## src/hdl/csm_pkg.sv

```systemverilog
// constants for the camera stream event monitor
// Contract
// saturating lost packet counter, up to 4095
// corrected single byte error counter, 4095
// uncorrected multi byte error counter, 4095
// packet buffer overflow counter, 4095 max
// overflow source port field, 0 to 15
// scan kind flag, 0 area, 1 line
// frame start event on first pixel
// frame end event after last pixel
// events only while acquisition runs
// line scan start with trigger first pixel
// line scan end when pixel leaves trigger
// active link count field, 1 to 4
// counters saturate, never wrap
// clear on reset and acquisition start
package csm_pkg;
  // ---------------------------------------------------------------
  // register offsets
  // ---------------------------------------------------------------
  localparam logic [7:0] CSM_LOST_OFS = 8'h00;
  localparam logic [7:0] CSM_FIXED_OFS = 8'h04;
  localparam logic [7:0] CSM_MULTI_OFS = 8'h08;
  localparam logic [7:0] CSM_OVF_OFS = 8'h0c;
  localparam logic [7:0] CSM_STAT_OFS = 8'h10;
  localparam logic [7:0] CSM_CTRL_OFS = 8'h14;
  localparam logic [7:0] CSM_IRQ_STAT_OFS = 8'h18;
  localparam logic [7:0] CSM_IRQ_MASK_OFS = 8'h1c;
  // ---------------------------------------------------------------
  // field layout and values
  // ---------------------------------------------------------------
  localparam int CSM_CNT_W = 12;
  localparam logic [11:0] CSM_CNT_MAX = 12'hfff;
  localparam int CSM_SRC_W = 4;
  localparam int CSM_STAT_SRC_LSB = 0;
  localparam int CSM_STAT_SCAN_BIT = 4;
  localparam int CSM_STAT_LINKS_LSB = 8;
  localparam int CSM_STAT_RUN_BIT = 12;
  localparam int CSM_CTRL_RUN_BIT = 0;
  localparam int CSM_IRQ_START_BIT = 0;
  localparam int CSM_IRQ_END_BIT = 1;
  localparam logic [2:0] CSM_LINKS_RST = 3'h1;
  localparam logic [1:0] CSM_IRQ_RST = 2'h0;
endpackage : csm_pkg

```

## src/hdl/csm_monitor.sv

```systemverilog
// camera stream error counters, status fields and frame events
//
// Design decisions made here: the APB interface to the registers and the register offsets.
`timescale 1ns/1ps
module csm_monitor
  import csm_pkg::*;
(
  input wire logic pclk,
  input wire logic presetn,
  input wire logic psel,
  input wire logic penable,
  input wire logic pwrite,
  input wire logic [7:0] paddr,
  input wire logic [31:0] pwdata,
  output logic [31:0] prdata,
  output logic pready,
  output logic pslverr,
  input wire logic tag_loss_pulse,
  input wire logic byte_fixed_pulse,
  input wire logic multi_err_pulse,
  input wire logic ovf_pulse,
  input wire logic [3:0] ovf_port,
  input wire logic scan_kind_in,
  input wire logic [2:0] active_link_in,
  input wire logic cam_first_pixel,
  input wire logic cam_last_pixel,
  input wire logic trig_first_pixel,
  input wire logic trig_last_pixel,
  output logic frame_first_pixel_event,
  output logic frame_last_pixel_event,
  output logic irq
);

  // ---------------------------------------------------------------
  // state
  // ---------------------------------------------------------------
  typedef struct packed {
    logic [11:0] lost_packet_count;
    logic [11:0] fixed_byte_error_count;
    logic [11:0] multi_byte_error_count;
    logic [11:0] ovf_count;
    logic [3:0] ovf_source;
    logic scan_kind_flag;
    logic [2:0] active_link_count;
    logic run;
    logic [1:0] irq_stat;
    logic [1:0] irq_mask;
    logic start_ev;
    logic end_ev;
    logic irq;
    logic [31:0] prdata;
    logic pready;
    logic pslverr;
  } csm_state_t;

  csm_state_t s_q;
  csm_state_t s_d;

  // ---------------------------------------------------------------
  // local limits
  // ---------------------------------------------------------------
  // the link field is three bits wide, yet only 1..4 is a legal reading
  localparam logic [2:0] LINKS_MIN = 3'h1;
  localparam logic [2:0] LINKS_MAX = 3'h4;
  localparam int LINKS_W = 3;
  localparam logic [11:0] CNT_CLEAR = 12'h000;
  localparam logic [3:0] SRC_CLEAR = 4'h0;

  // ---------------------------------------------------------------
  // helper functions
  // ---------------------------------------------------------------
  // all stream-side inputs share pclk, so no synchroniser is needed
  function automatic logic [11:0] sat_inc(input logic [11:0] v, input logic hit);
    if (hit && v != CSM_CNT_MAX) begin
      sat_inc = v + 12'h001;
    end else begin
      sat_inc = v;
    end
  endfunction : sat_inc

  // counters sit in the low bits, the rest of the word reads zero
  function automatic logic [31:0] cnt_word(input logic [11:0] c);
    cnt_word = {20'h00000, c};
  endfunction : cnt_word

  function automatic logic is_reg(input logic [7:0] a, input logic [7:0] ofs);
    is_reg = (a == ofs);
  endfunction : is_reg

  function automatic logic wr_to(input logic wr, input logic [7:0] a, input logic [7:0] ofs);
    wr_to = wr && is_reg(a, ofs);
  endfunction : wr_to

  // anything off the map is answered with an error and has no effect
  function automatic logic reg_mapped(input logic [7:0] a);
    reg_mapped = is_reg(a, CSM_LOST_OFS) ||
      is_reg(a, CSM_FIXED_OFS) ||
      is_reg(a, CSM_MULTI_OFS) ||
      is_reg(a, CSM_OVF_OFS) ||
      is_reg(a, CSM_STAT_OFS) ||
      is_reg(a, CSM_CTRL_OFS) ||
      is_reg(a, CSM_IRQ_STAT_OFS) ||
      is_reg(a, CSM_IRQ_MASK_OFS);
  endfunction : reg_mapped

  function automatic logic [31:0] stat_word(input csm_state_t st);
    logic [31:0] w;
    w = 32'h0000_0000;
    w[CSM_STAT_SRC_LSB +: CSM_SRC_W] = st.ovf_source;
    w[CSM_STAT_SCAN_BIT] = st.scan_kind_flag;
    w[CSM_STAT_LINKS_LSB +: LINKS_W] = st.active_link_count;
    w[CSM_STAT_RUN_BIT] = st.run;
    stat_word = w;
  endfunction : stat_word

  // reads have no side effect, so the word is built from state only
  function automatic logic [31:0] read_word(input csm_state_t st, input logic [7:0] a);
    logic [31:0] w;
    w = 32'h0000_0000;
    unique case (a)
      CSM_LOST_OFS: w = cnt_word(st.lost_packet_count);
      CSM_FIXED_OFS: w = cnt_word(st.fixed_byte_error_count);
      CSM_MULTI_OFS: w = cnt_word(st.multi_byte_error_count);
      CSM_OVF_OFS: w = cnt_word(st.ovf_count);
      CSM_STAT_OFS: w = stat_word(st);
      CSM_CTRL_OFS: w[CSM_CTRL_RUN_BIT] = st.run;
      CSM_IRQ_STAT_OFS: w[1:0] = st.irq_stat;
      CSM_IRQ_MASK_OFS: w[1:0] = st.irq_mask;
      default: w = 32'h0000_0000;
    endcase
    read_word = w;
  endfunction : read_word

  function automatic logic links_legal(input logic [2:0] n);
    links_legal = (n >= LINKS_MIN) && (n <= LINKS_MAX);
  endfunction : links_legal

  // an out-of-range link count is ignored and the last legal one stays
  function automatic logic [2:0] hold_links(input logic [2:0] old, input logic [2:0] n);
    if (links_legal(n)) begin
      hold_links = n;
    end else begin
      hold_links = old;
    end
  endfunction : hold_links

  // the last overflowing port is kept until the next overflow or start
  function automatic logic [3:0] latch_source(input logic [3:0] old, input logic hit,
    input logic [3:0] port);
    if (hit) begin
      latch_source = port;
    end else begin
      latch_source = old;
    end
  endfunction : latch_source

  // line frames come from the trigger stage, area frames from the camera
  function automatic logic pick_marker(input logic line_mode, input logic trig,
    input logic cam);
    if (line_mode) begin
      pick_marker = trig;
    end else begin
      pick_marker = cam;
    end
  endfunction : pick_marker

  // one input pulse moves its counter by one, never past the top
  function automatic csm_state_t count_events(input csm_state_t st, input logic [3:0] hits);
    csm_state_t r;
    r = st;
    // saturating lost packet count
    r.lost_packet_count = sat_inc(st.lost_packet_count, hits[0]);
    // corrected error count
    r.fixed_byte_error_count = sat_inc(st.fixed_byte_error_count, hits[1]);
    // uncorrected error count
    r.multi_byte_error_count = sat_inc(st.multi_byte_error_count, hits[2]);
    // overflow count
    r.ovf_count = sat_inc(st.ovf_count, hits[3]);
    count_events = r;
  endfunction : count_events

  function automatic csm_state_t clear_counts(input csm_state_t st);
    csm_state_t r;
    r = st;
    r.lost_packet_count = CNT_CLEAR;
    r.fixed_byte_error_count = CNT_CLEAR;
    r.multi_byte_error_count = CNT_CLEAR;
    r.ovf_count = CNT_CLEAR;
    r.ovf_source = SRC_CLEAR;
    clear_counts = r;
  endfunction : clear_counts

  function automatic logic [1:0] w1c(input logic [1:0] old, input logic [1:0] ones);
    w1c = old & ~ones;
  endfunction : w1c

  // applied after the clear, so an event in the clearing cycle is not lost
  function automatic logic [1:0] set_events(input logic [1:0] st, input logic start_ev,
    input logic end_ev);
    logic [1:0] r;
    r = st;
    if (start_ev) begin
      r[CSM_IRQ_START_BIT] = 1'b1;
    end
    if (end_ev) begin
      r[CSM_IRQ_END_BIT] = 1'b1;
    end
    set_events = r;
  endfunction : set_events

  function automatic logic irq_level(input logic [1:0] st, input logic [1:0] mask);
    irq_level = |(st & mask);
  endfunction : irq_level

  // ---------------------------------------------------------------
  // internal signals
  // ---------------------------------------------------------------
  logic take;
  logic wr_en;
  logic rd_en;
  logic rd_ok;
  logic start_hit;
  logic end_hit;
  logic run_rise;
  logic [31:0] rd_word;

  // ---------------------------------------------------------------
  // bus decode
  // ---------------------------------------------------------------
  // taken on the first access edge only; pready follows one cycle later
  assign take = psel && penable && !s_q.pready;
  assign wr_en = take && pwrite;
  assign rd_en = take && !pwrite;
  assign rd_ok = reg_mapped(paddr);
  assign rd_word = read_word(s_q, paddr);

  // ---------------------------------------------------------------
  // next state
  // ---------------------------------------------------------------
  always_comb begin
    s_d = s_q;
    run_rise = 1'b0;

    // -------------------------------------------------------------
    // frame events
    // -------------------------------------------------------------
    // line scan starts from trigger stage
    // area scan starts at camera first pixel
    start_hit = pick_marker(s_q.scan_kind_flag, trig_first_pixel, cam_first_pixel);
    // line scan end leaves trigger stage
    // area scan end after last pixel
    end_hit = pick_marker(s_q.scan_kind_flag, trig_last_pixel, cam_last_pixel);
    // gated by acquisition run
    s_d.start_ev = start_hit && s_q.run;
    s_d.end_ev = end_hit && s_q.run;

    // -------------------------------------------------------------
    // error counters
    // -------------------------------------------------------------
    // counters hold at maximum
    s_d = count_events(s_d, {ovf_pulse, multi_err_pulse, byte_fixed_pulse, tag_loss_pulse});

    // -------------------------------------------------------------
    // status fields
    // -------------------------------------------------------------
    // scan kind follows its input live, one cycle late; links do so only while the input is in 1..4
    // latch overflowing port
    s_d.ovf_source = latch_source(s_q.ovf_source, ovf_pulse, ovf_port);
    // camera transfer mode
    s_d.scan_kind_flag = scan_kind_in;
    // links in use, kept in 1..4
    s_d.active_link_count = hold_links(s_q.active_link_count, active_link_in);

    // -------------------------------------------------------------
    // bus answer
    // -------------------------------------------------------------
    s_d.pready = 1'b0;
    s_d.pslverr = 1'b0;
    if (take) begin
      s_d.pready = 1'b1;
      s_d.pslverr = !rd_ok;
    end
    // read data is held between reads so a late sample still sees it
    if (rd_en) begin
      s_d.prdata = rd_ok ? rd_word : 32'h0000_0000;
    end

    // -------------------------------------------------------------
    // register writes
    // -------------------------------------------------------------
    // read-only offsets take a write without error and ignore it
    if (wr_to(wr_en, paddr, CSM_CTRL_OFS)) begin
      s_d.run = pwdata[CSM_CTRL_RUN_BIT];
      run_rise = pwdata[CSM_CTRL_RUN_BIT] && !s_q.run;
    end
    if (wr_to(wr_en, paddr, CSM_IRQ_MASK_OFS)) begin
      s_d.irq_mask = pwdata[1:0];
    end
    if (wr_to(wr_en, paddr, CSM_IRQ_STAT_OFS)) begin
      s_d.irq_stat = w1c(s_q.irq_stat, pwdata[1:0]);
    end

    // -------------------------------------------------------------
    // acquisition start
    // -------------------------------------------------------------
    // acquisition start clears the four counters and the overflow source
    if (run_rise) begin
      s_d = clear_counts(s_d);
    end

    // -------------------------------------------------------------
    // interrupts
    // -------------------------------------------------------------
    // new events win over a write-one clear
    s_d.irq_stat = set_events(s_d.irq_stat, s_d.start_ev, s_d.end_ev);
    s_d.irq = irq_level(s_d.irq_stat, s_d.irq_mask);
  end

  // ---------------------------------------------------------------
  // registers
  // ---------------------------------------------------------------
  always_ff @(posedge pclk or negedge presetn) begin
    if (!presetn) begin
      // reset clears everything except the link count, which loads 1
      s_q <= '0;
      s_q.active_link_count <= CSM_LINKS_RST;
      s_q.irq_mask <= CSM_IRQ_RST;
    end else begin
      s_q <= s_d;
    end
  end

  assign prdata = s_q.prdata;
  assign pready = s_q.pready;
  assign pslverr = s_q.pslverr;
  assign frame_first_pixel_event = s_q.start_ev;
  assign frame_last_pixel_event = s_q.end_ev;
  assign irq = s_q.irq;

endmodule : csm_monitor

```

## config.mk

```make
export PLATFORM = sky130hd
export DESIGN_NAME = csm_monitor
export DESIGN_NICKNAME = d
export VERILOG_FILES = /design/src/hdl/csm_pkg.sv /design/src/hdl/csm_monitor.sv
export SDC_FILE = /design/constraint.sdc
export NUM_CORES = 1
export LEC_CHECK = 0
export ABC_AREA = 1
export BUFFER_PORTS_ARGS = -buffer_cell sky130_fd_sc_hd__buf_2
export CAP_MARGIN = 20
export CELL_PAD_IN_SITES_DETAIL_PLACEMENT = 1
export CELL_PAD_IN_SITES_GLOBAL_PLACEMENT = 2
export CORE_AREA = 2 2 130 132
export CTS_CLUSTER_SIZE = 8
export DETAILED_ROUTE_END_ITERATION = 12
export DIE_AREA = 0 0 132 134
export MAX_ROUTING_LAYER = met4
export PLACE_DENSITY = 0.86
export SLEW_MARGIN = 20
export SYNTH_ARGS = -nofsm -noshare
export SYNTH_HDL_FRONTEND = slang
export SYNTH_SLANG_ARGS = --single-unit
```

## constraint.sdc

```tcl
create_clock -name pclk -period 2 [get_ports pclk]
set_clock_uncertainty 0.05 [all_clocks]
set_input_delay 0 -clock pclk [delete_from_list [all_inputs] [get_ports pclk]]
set_output_delay 0 -clock pclk [all_outputs]
set_load 0.02 [all_outputs]
```

==> results of run 1 <==
sequential cells by signal, indices dropped and copies added (netlist names):
name and flops:
s_q 61, prdata 13, frame_first_pixel_event 1, frame_last_pixel_event 1, irq 1, pready 1, pslverr 1
final cells by class:
cell class / count / area, µm²
repair buffers: 88 / 618
clock buffers: 12 / 246
multi-input cells: 507 / 2420
clock inverters: 3 / 20.0
well taps: 220 / 275
fillers: 2072 / 10500
flip-flops and latches: 79 / 1980
inverters: 72 / 270
report_power, final:
| part | switching [W] | internal (W) | total (W) |
|---|---|---|---|
| clock | 0.000674 | 0.000866 | 0.00154 |
| sequential | 0.000393 | 0.00188 | 0.00227 |
| combinational | 0.000662 | 0.000436 | 0.00110 |
| total | 0.00173 | 0.00318 | 0.00491 |
worst reg2reg max path, stage by stage (launching register included):
cell and delay [ps]:
dfrtp_1 370, ha_1 150, inv_1 60, nor2_1 270, nand3_1 140, nand2_2 170, inv_1 170, a21oi_1 190
nor2_1 70
cells by family after synthesis:
| group | after synthesis |
|---|---|
| compound gates | 51 |
| simple gates | 414 |
| other cells | 1 |
| mux | 1 |
| xor+xnor | 17 |
| buf+inv | 125 |
| fa+ha+maj | 5 |
| flops | 79 |
layer usage:
layer  GRT usage (%)  part of all wire (%)  wire length, µm  up-vias
met3            2.65                   3.0              423       17
met5               -                     0                0        -
li1                -                     -                -     2303
met4            7.00                   1.9              274        0
met1            21.6                    48             6820     2230
met2            27.5                    47             6590       64
metrics by stage:
stage / cells / util [%]
after floorplan: 711 / -
after global placement: 941 / 32.6
after detailed placement: 941 / 32.6
after CTS: 981 / 35.8
after global routing: 981 / 35.8
final: 981 / 35.8
worst max path at each step:
stage / end / cells after the start / start
after global placement: s_q[54] / 9 / s_q[50]
after floorplan: s_q[97] / 7 / pready
after CTS: s_q[54] / 9 / s_q[50]
final: s_q[85] / 8 / s_q[74]
after detailed placement: s_q[54] / 9 / s_q[50]
after global routing: s_q[85] / 8 / s_q[74]
Yosys cell counts (2+ instances only):
master / number / area (µm²)
nand2_1: 184 / 691
nand3_1: 104 / 521
dfrtp_1: 78 / 1950
nor2_1: 72 / 270
inv_1: 67 / 251
buf_4: 33 / 248
o21ai_0: 33 / 165
xor2_1: 16 / 140
buf_2: 13 / 65.1
nor3_1: 12 / 60.1
nand4_1: 10 / 62.6
nand3b_1: 9 / 67.6
o21ai_1: 8 / 40.0
buf_6: 6 / 67.6
nor2_2: 6 / 37.5
nand3_2: 5 / 50.1
a21oi_1: 4 / 20.0
ha_1: 4 / 50.1
inv_2: 3 / 11.3
nand2_2: 3 / 18.8
clkinv_1: 2 / 7.51
nand4_2: 2 / 25.0
nor2_4: 2 / 22.5
nor3b_1: 2 / 15.0
o21bai_1: 2 / 15.0
o22ai_1: 2 / 12.5
o31ai_1: 2 / 15.0
timing repair:
item | in CTS | in global routing
hold buffers | 25 | 0
hold endpoints to repair | 73 | 0
setup buffers | 0 | 0
gates resized for setup | 0 | 0
==> results.sh, run 1 <==
export IMPL_path_clk_slew_ps=60
export IMPL_cp_max_fo=9
export IMPL_grtUsageTotal_pct=17.1
export IMPL_critPathCaptureType="flip-flop"
export IMPL_max_clock_path_buffers=2
export IMPL_postSynthAreaPerCell_um2=7.20
export IMPL_status="completed"
export IMPL_coreArea_um2=16300
export IMPL_clock_fmax_mhz=570
export IMPL_worst_pin_slew_ps=537
export IMPL_vias=4614
export IMPL_ioPinCount=98
export IMPL_finalPower_w=0.00491
export IMPL_ys_ff_latch=79
export IMPL_cts_buffers=9
export IMPL_hpwl_mm=10.3
export IMPL_hold_violations=0
export IMPL_htree_levels=3
export IMPL_die_area_um2=17700
export IMPL_synth_adder_area_share_pct=1.20
export IMPL_synth_top_family_by_area="simple AND/OR/NAND/NOR gates"
export IMPL_critPathMaxStageDelay_ps=370
export IMPL_layout_common_cells="nand2_1 (184), nand3_1 (104), dfrtp_1 (78), nor2_1 (72), inv_1 (67)"
export IMPL_synth_simple_gate_area_share_pct=37.4
export IMPL_dpl_worst_slack_ps=245
export IMPL_clk_latency_ps=350
export IMPL_grt_pass1_wl_mm=23.3
export IMPL_fin_ws_ps=245
export IMPL_reg2reg_depth=8
export IMPL_drt_iter0_markers=242
export IMPL_hold_end="s_q[39]"
export IMPL_ys_seq_area_share_pct=39.7
export IMPL_synth_edff_count=0
export IMPL_portBuffers=48
export IMPL_cts_root_buffer="clkbuf_16"
export IMPL_syn_area_um2=4990
export IMPL_crit_type="flip-flop to flip-flop"
export IMPL_slew_viol_final=0
export IMPL_synth_compound_area_share_pct=5.37
export IMPL_routedWlPerCell_um=14.4
export IMPL_initial_core_util_pct=30.6
export IMPL_setup_viol=0
export IMPL_postSynth_asyncResetShare_pct=100
export IMPL_final_area_um2=5830
export IMPL_path_delay_family="simple AND/OR/NAND/NOR gates"
export IMPL_synth_cell_types=36
export IMPL_gp_congestion=0.771
export IMPL_synthXorXnorAreaFrac_pct=2.99
export IMPL_synthMuxAreaShare_pct=0.201
export IMPL_cp_num_buf_inv=2
export IMPL_final_common_cell="nand2_1"
export IMPL_numClockSinks=79
export IMPL_antenna_found_initial=0
export IMPL_r2r_start="s_q[74]"
export IMPL_place_area_um2=5310
export IMPL_drcViolationCount=0
export IMPL_p_leak_nw=3.05
export IMPL_die_width_um=132
export IMPL_grt_max_degree=49
export IMPL_min_path_cells=5
export IMPL_cts_tree="yes"
export IMPL_synth_ff_type="dfrtp_1"
export IMPL_path_cells="ha_1 -> inv_1 -> nor2_1 -> nand3_1 -> nand2_2 -> inv_1 -> a21oi_1 -> nor2_1"
export IMPL_cp_required_ps=2190
export IMPL_synthCells=693
export IMPL_hp_start="cam_first_pixel"
export IMPL_grt_pass1_vias=4647
export IMPL_antennaDiodeCount=0
export IMPL_startpoint_type="flip-flop"
export IMPL_fp_dieH_um=134
export IMPL_cap_violations=0
export IMPL_worstPathArrival_ps=1940
export IMPL_tns_ps=0
export IMPL_dr_pass1_iters=4
export IMPL_yosysWarnings=0
export IMPL_nets=822
export IMPL_ir_drop_v=0.000428
export IMPL_rows=47
export IMPL_areaGrowthSynthToFinish_pct=16.9
export IMPL_rsz0062_at_grt="false"
export IMPL_drive_above_1_share_pct=13.0
export IMPL_r2r_end="s_q[85]"
export IMPL_hold_path_class="primary input to flip-flop"
export IMPL_period_needed_ps=1760
export IMPL_wl_mm=14.1
export IMPL_r2r_slack_ps=240
export IMPL_whs_ps=3.27
export IMPL_fin_crit_sh_pct=87.8
export IMPL_grt_ovfl_total=0
export IMPL_p_per_area_nw_per_um2=842
export IMPL_timing_slew_headroom_pct=64.2
export IMPL_postRouteAntennaNets=0
export IMPL_slowest_stage="dfrtp_1"
export IMPL_routed_via_density=4.70
Power figures use the tool's default switching activity.
==> run 2, diff against run 1 <==
CORE_AREA = 2 2 126 128   (was 2 2 130 132)
DIE_AREA = 0 0 128 130   (was 0 0 132 134)
PLACE_DENSITY = 0.9   (was 0.86)
clock period = 2.05 ns   (was 2 ns; I/O delays follow)
==> results.sh, run 2 (synthesized netlist as in run 1, its figures left out) <==
export IMPL_wl_mm=14.7
export IMPL_ioPinCount=98
export IMPL_fin_ws_ps=177
export IMPL_layout_common_cells="nand2_1 (184), nand3_1 (104), dfrtp_1 (78), nor2_1 (72), inv_1 (67)"
export IMPL_setup_viol=0
export IMPL_ir_drop_v=0.000420
export IMPL_cts_buffers=9
export IMPL_rows=46
export IMPL_fp_dieH_um=130
export IMPL_drt_iter0_markers=248
export IMPL_timing_slew_headroom_pct=64.7
export IMPL_drcViolationCount=0
export IMPL_use_met2_pct=32.6
export IMPL_postCtsSetupRepairBufs=0
export IMPL_drive_above_1_share_pct=12.9
export IMPL_tns_ps=0
export IMPL_gr_max_usage_layer="met2"
export IMPL_period_needed_ps=1870
export IMPL_antenna_found_initial=0
export IMPL_cts_tree="yes"
export IMPL_clk_latency_ps=340
export IMPL_areaGrowthSynthToFinish_pct=14.9
export IMPL_fillers=1953
export IMPL_grt_pass1_wl_mm=24.6
export IMPL_status="completed"
export IMPL_clock_fmax_mhz=534
export IMPL_vias=4715
export IMPL_portBuffers=48
export IMPL_dr_pass1_iters=4
export IMPL_dpl_worst_slack_ps=186
export IMPL_hold_path_class="primary input to flip-flop"
export IMPL_gp_congestion=0.826
export IMPL_grt_max_degree=49
export IMPL_worst_pin_slew_ps=530
export IMPL_slew_viol_final=0
export IMPL_grtUsageTotal_pct=19.2
export IMPL_initial_core_util_pct=32.3
export IMPL_cp_max_fo=16
export IMPL_cp_required_ps=2220
export IMPL_largest_reg_flops=61
export IMPL_coreArea_um2=15400
export IMPL_die_width_um=128
export IMPL_max_clock_path_buffers=2
export IMPL_routed_via_density=5.00
export IMPL_grt_pass1_vias=4934
export IMPL_cts_root_buffer="clkbuf_16"
export IMPL_hold_violations=0
export IMPL_fin_crit_sh_pct=91.3
export IMPL_hpwl_mm=10.5
export IMPL_final_common_cell="nand2_1"
export IMPL_routedWlPerCell_um=15.6
export IMPL_startpoint_type="flip-flop"
export IMPL_critPathCaptureType="flip-flop"
export IMPL_path_clk_slew_ps=60
export IMPL_postRouteAntennaNets=0
export IMPL_cap_violations=0
export IMPL_final_util_pct=37.2
export IMPL_rsz0062_at_grt="false"
export IMPL_top_register="s_q"
export IMPL_p_leak_nw=3.03
export IMPL_worstPathArrival_ps=2050
export IMPL_p_per_area_nw_per_um2=850
export IMPL_numClockSinks=79
export IMPL_gr_usage_met1_pct=23.6
export IMPL_grt_util_met3_pct=2.46
export IMPL_crit_type="flip-flop to flip-flop"
export IMPL_nets=811
export IMPL_htree_levels=3
export IMPL_antennaDiodeCount=0
export IMPL_grt_ovfl_total=0
export IMPL_die_area_um2=16600
==> run 2: cell count changes in the layout (fill, tap and decap cells not counted) <==
cell	previous run	this run
clkinvlp_4	2	0
nand2_4	1	3
clkbuf_8	1	0
bufinv_16	0	1
clkbuf_1	2	0
clkinv_2	1	5
nand2_2	3	1
dlygate4sd3_1	25	19
clkinv_4	0	1
buf_4	15	10
==> run 2: worst max-delay path, stage by stage (launching register included) <==
cell and delay [ps]:
dfrtp_1 400, ha_1 220, nand3_2 130, nor2_2 170, nand3_1 100, nand2_2 260
inv_2 150, o21ai_0 210, nor2_1 70
==> run 2: path summary, 6_finish.rpt <==
check | startpoint | endpoint | slack (ps) | cells past startpoint
min in group asynchronous | presetn | s_q[60] | 110 | 2
min | ovf_pulse | s_q[49] | 0.9 | 5
max | s_q[51] | s_q[51] | 180 | 8
max in group asynchronous | presetn | s_q[42] | 1180 | 3
max reg2reg | s_q[51] | s_q[51] | 180 | 8
min reg2reg | prdata[6] | prdata[6] | 430 | 2
==> run 2: metrics by stage <==
| stage | hold WS (ps) | area (µm²) | std cells | power (W) |
|---|---|---|---|---|
| after CTS | 0.196 | 5720 | 943 | 0.00493 |
| after global routing | 17.4 | 5730 | 943 | 0.00520 |
| final | 0.893 | 5730 | 943 | 0.00487 |
| after detailed placement | -44.0 | 5240 | 908 | 0.00326 |
| after global placement | -49.8 | 5240 | 908 | 0.00316 |
| after floorplan | -346 | 5050 | 711 | 0.00291 |
==> run 2: what timing repair did <==
item / 4_1_cts / 5_1_grt
resized for setup: 0 / 2
hold buffers: 19 / 0
endpoints found under the hold margin: 55 / 0
setup endpoints to repair: 0 / 2
==> run 2: area by class of cell <==
class / count / area [µm²] / share of cell area (%)
multi-input combinational: 507 / 2430 / 42.4
sequential: 79 / 1980 / 34.5
timing repair buffer: 77 / 520 / 9.08
inverter: 72 / 270 / 4.72
tap: 192 / 240 / 4.19
clock buffer: 9 / 225 / 3.93
clock inverter: 7 / 63.8 / 1.11
==> run 2: metal layers <==
metal  vias to the layer above  part of all wire [%]
met5                         -                     0
met4                         0                   2.4
met2                        82                    50
met1                      2325                    45
li1                       2282                     -
met3                        26                   3.0
==> run 2: power by group <==
group          internal [W]  switching [W]  total [W]
logic              0.000400       0.000659    0.00106
clock network      0.000935       0.000668    0.00160
registers           0.00183       0.000376    0.00221
==> run 3, diff against run 2 <==
CELL_PAD_IN_SITES_GLOBAL_PLACEMENT = 1   (was 2)
CORE_AREA = 2 2 117 119   (was 2 2 126 128)
DIE_AREA = 0 0 119 121   (was 0 0 128 130)
PLACE_DENSITY = 0.83   (was 0.9)
clock period = 2.3 ns   (was 2.05 ns; I/O delays follow)
==> results.sh, run 3 (synthesized netlist as in run 1, its figures left out) <==
export IMPL_period_needed_ps=2050
export IMPL_htree_levels=3
export IMPL_fin_crit_sh_pct=88.9
export IMPL_fp_dieH_um=121
export IMPL_path_clk_slew_ps=60
export IMPL_grt_pass1_vias=5124
export IMPL_final_util_pct=43.9
export IMPL_final_area_um2=5750
export IMPL_numClockSinks=79
export IMPL_rows=42
export IMPL_cts_tree="yes"
export IMPL_ctsResizeCount=0
export IMPL_power_switching_w=0.00156
export IMPL_timing_slew_headroom_pct=49.1
export IMPL_slew_viol_final=0
export IMPL_portBuffers=48
export IMPL_setup_worst_path_start="pready"
export IMPL_clockPowerShare_pct=35.3
export IMPL_setup_viol=0
export IMPL_path_cells="nand3b_1 -> dlygate4sd3_1 -> inv_1 -> o31ai_1 -> dlygate4sd3_1 -> inv_1"
export IMPL_crit_type="flip-flop to flip-flop"
export IMPL_largest_reg_flops=61
export IMPL_routedWlPerCell_um=16.1
export IMPL_grt_ovfl_total=0
export IMPL_hp_start="cam_last_pixel"
export IMPL_top_register="s_q"
export IMPL_dpl_worst_slack_ps=431
export IMPL_final_common_cell="nand2_1"
export IMPL_worstPathArrival_ps=2290
export IMPL_place_area_um2=5190
export IMPL_grt_max_degree=80
export IMPL_die_width_um=119
export IMPL_startpoint_type="flip-flop"
export IMPL_critPathCaptureType="flip-flop"
export IMPL_wl_mm=14.9
export IMPL_cts_buffers=9
export IMPL_p_leak_nw=3.03
export IMPL_grt_pass1_wl_mm=25.0
export IMPL_areaGrowthSynthToFinish_pct=15.3
export IMPL_fillers=1668
export IMPL_drcViolationCount=0
export IMPL_postRouteAntennaNets=0
export IMPL_status="completed"
export IMPL_coreArea_um2=13100
export IMPL_critPathMaxStageDelay_ps=590
export IMPL_initial_core_util_pct=38.1
export IMPL_gp_congestion=0.819
export IMPL_p_per_area_nw_per_um2=793
export IMPL_slowest_stage="dlygate4sd3_1"
export IMPL_cap_violations=0
export IMPL_cp_required_ps=2540
export IMPL_p_int_w=0.00300
export IMPL_layout_common_cells="nand2_1 (184), nand3_1 (104), dfrtp_1 (78), nor2_1 (72), inv_1 (67)"
export IMPL_p_sw_share_pct=34.2
export IMPL_tns_ps=0
export IMPL_cp_num_buf_inv=4
export IMPL_clk_latency_ps=350
export IMPL_worst_pin_slew_ps=763
export IMPL_antennaDiodeCount=0
export IMPL_dr_pass1_iters=5
export IMPL_ioPinCount=98
export IMPL_hold_path_class="primary input to flip-flop"
export IMPL_comb_power_share_pct=21.0
export IMPL_fin_ws_ps=254
export IMPL_path_delay_family="buffers and inverters"
export IMPL_r2r_start="pready"
export IMPL_p_seq_share_pct=43.7
export IMPL_drive_above_1_share_pct=12.6
export IMPL_hpwl_mm=10.1
export IMPL_grtUsageTotal_pct=22.4
export IMPL_antenna_found_initial=0
export IMPL_rsz0062_at_grt="false"
export IMPL_hold_violations=0
export IMPL_routed_via_density=5.24
export IMPL_cp_max_fo=3
export IMPL_drt_iter0_markers=303
export IMPL_die_area_um2=14400
export IMPL_cts_root_buffer="clkbuf_16"
export IMPL_vias=4863
export IMPL_max_clock_path_buffers=2
export IMPL_clock_fmax_mhz=489
export IMPL_nets=812
export IMPL_ir_drop_v=0.000426
==> run 3: through the flow <==
step	cells	total power, W	hold slack [ps]
floorplan	711	0.00259	-346
global placement	890	0.00281	58.1
detailed placement	890	0.00290	73.3
CTS	928	0.00456	11.7
global route	928	0.00480	64.1
finish	928	0.00456	22.7
==> run 3: worst min-delay path: stages <==
cell	delay [ps]
buf_2	100
nor2_1	80
or3_1	140
inv_1	50
==> run 3: metal layers <==
layer,GRT usage (%),part of all wire [%],vias up,wire length [µm]
li1,-,-,2285,-
met1,26.9,44,2426,6560
met2,38.0,50,124,7400
met3,3.15,3.9,28,580
met4,9.38,2.6,0,392
met5,-,0,-,0
==> run 3: cell type report <==
type                    instances  area [µm²]  area share [%]
clock buffers                  11         253            4.40
clock inverters                 5        80.1            1.39
inverters                      72         270            4.70
multi-input cells             507        2420            42.1
flip-flops and latches         79        1980            34.4
well taps                     176         220            3.83
repair buffers                 78         527            9.16
==> run 3: power by group through the flow <==
stage	Clock, W	Sequential [W]	Combinational (W)
finish	0.00161	0.00199	0.000957
global route	0.00167	0.00203	0.00110
CTS	0.00163	0.00199	0.000948
detailed placement	0	0.00200	0.000898
global placement	0	0.00198	0.000827
floorplan	0	0.00188	0.000709
==> run 3: path summary, 6_finish.rpt <==
kind                       depth (start not counted)  slack [ps]                      to
max                                                6         250                 pslverr
min                                                4          20  frame_last_pixel_event
max reg2reg                                        6         250                 pslverr
min reg2reg                                        2         430              prdata[11]
max in group asynchronous                          2        1460                 s_q[55]
min in group asynchronous                          2         190                 s_q[48]
==> run 3: timing repair <==
item                                   CTS  global route
buffers inserted                         0             0
endpoints found under the hold margin   95             0
hold buffers                            22             0
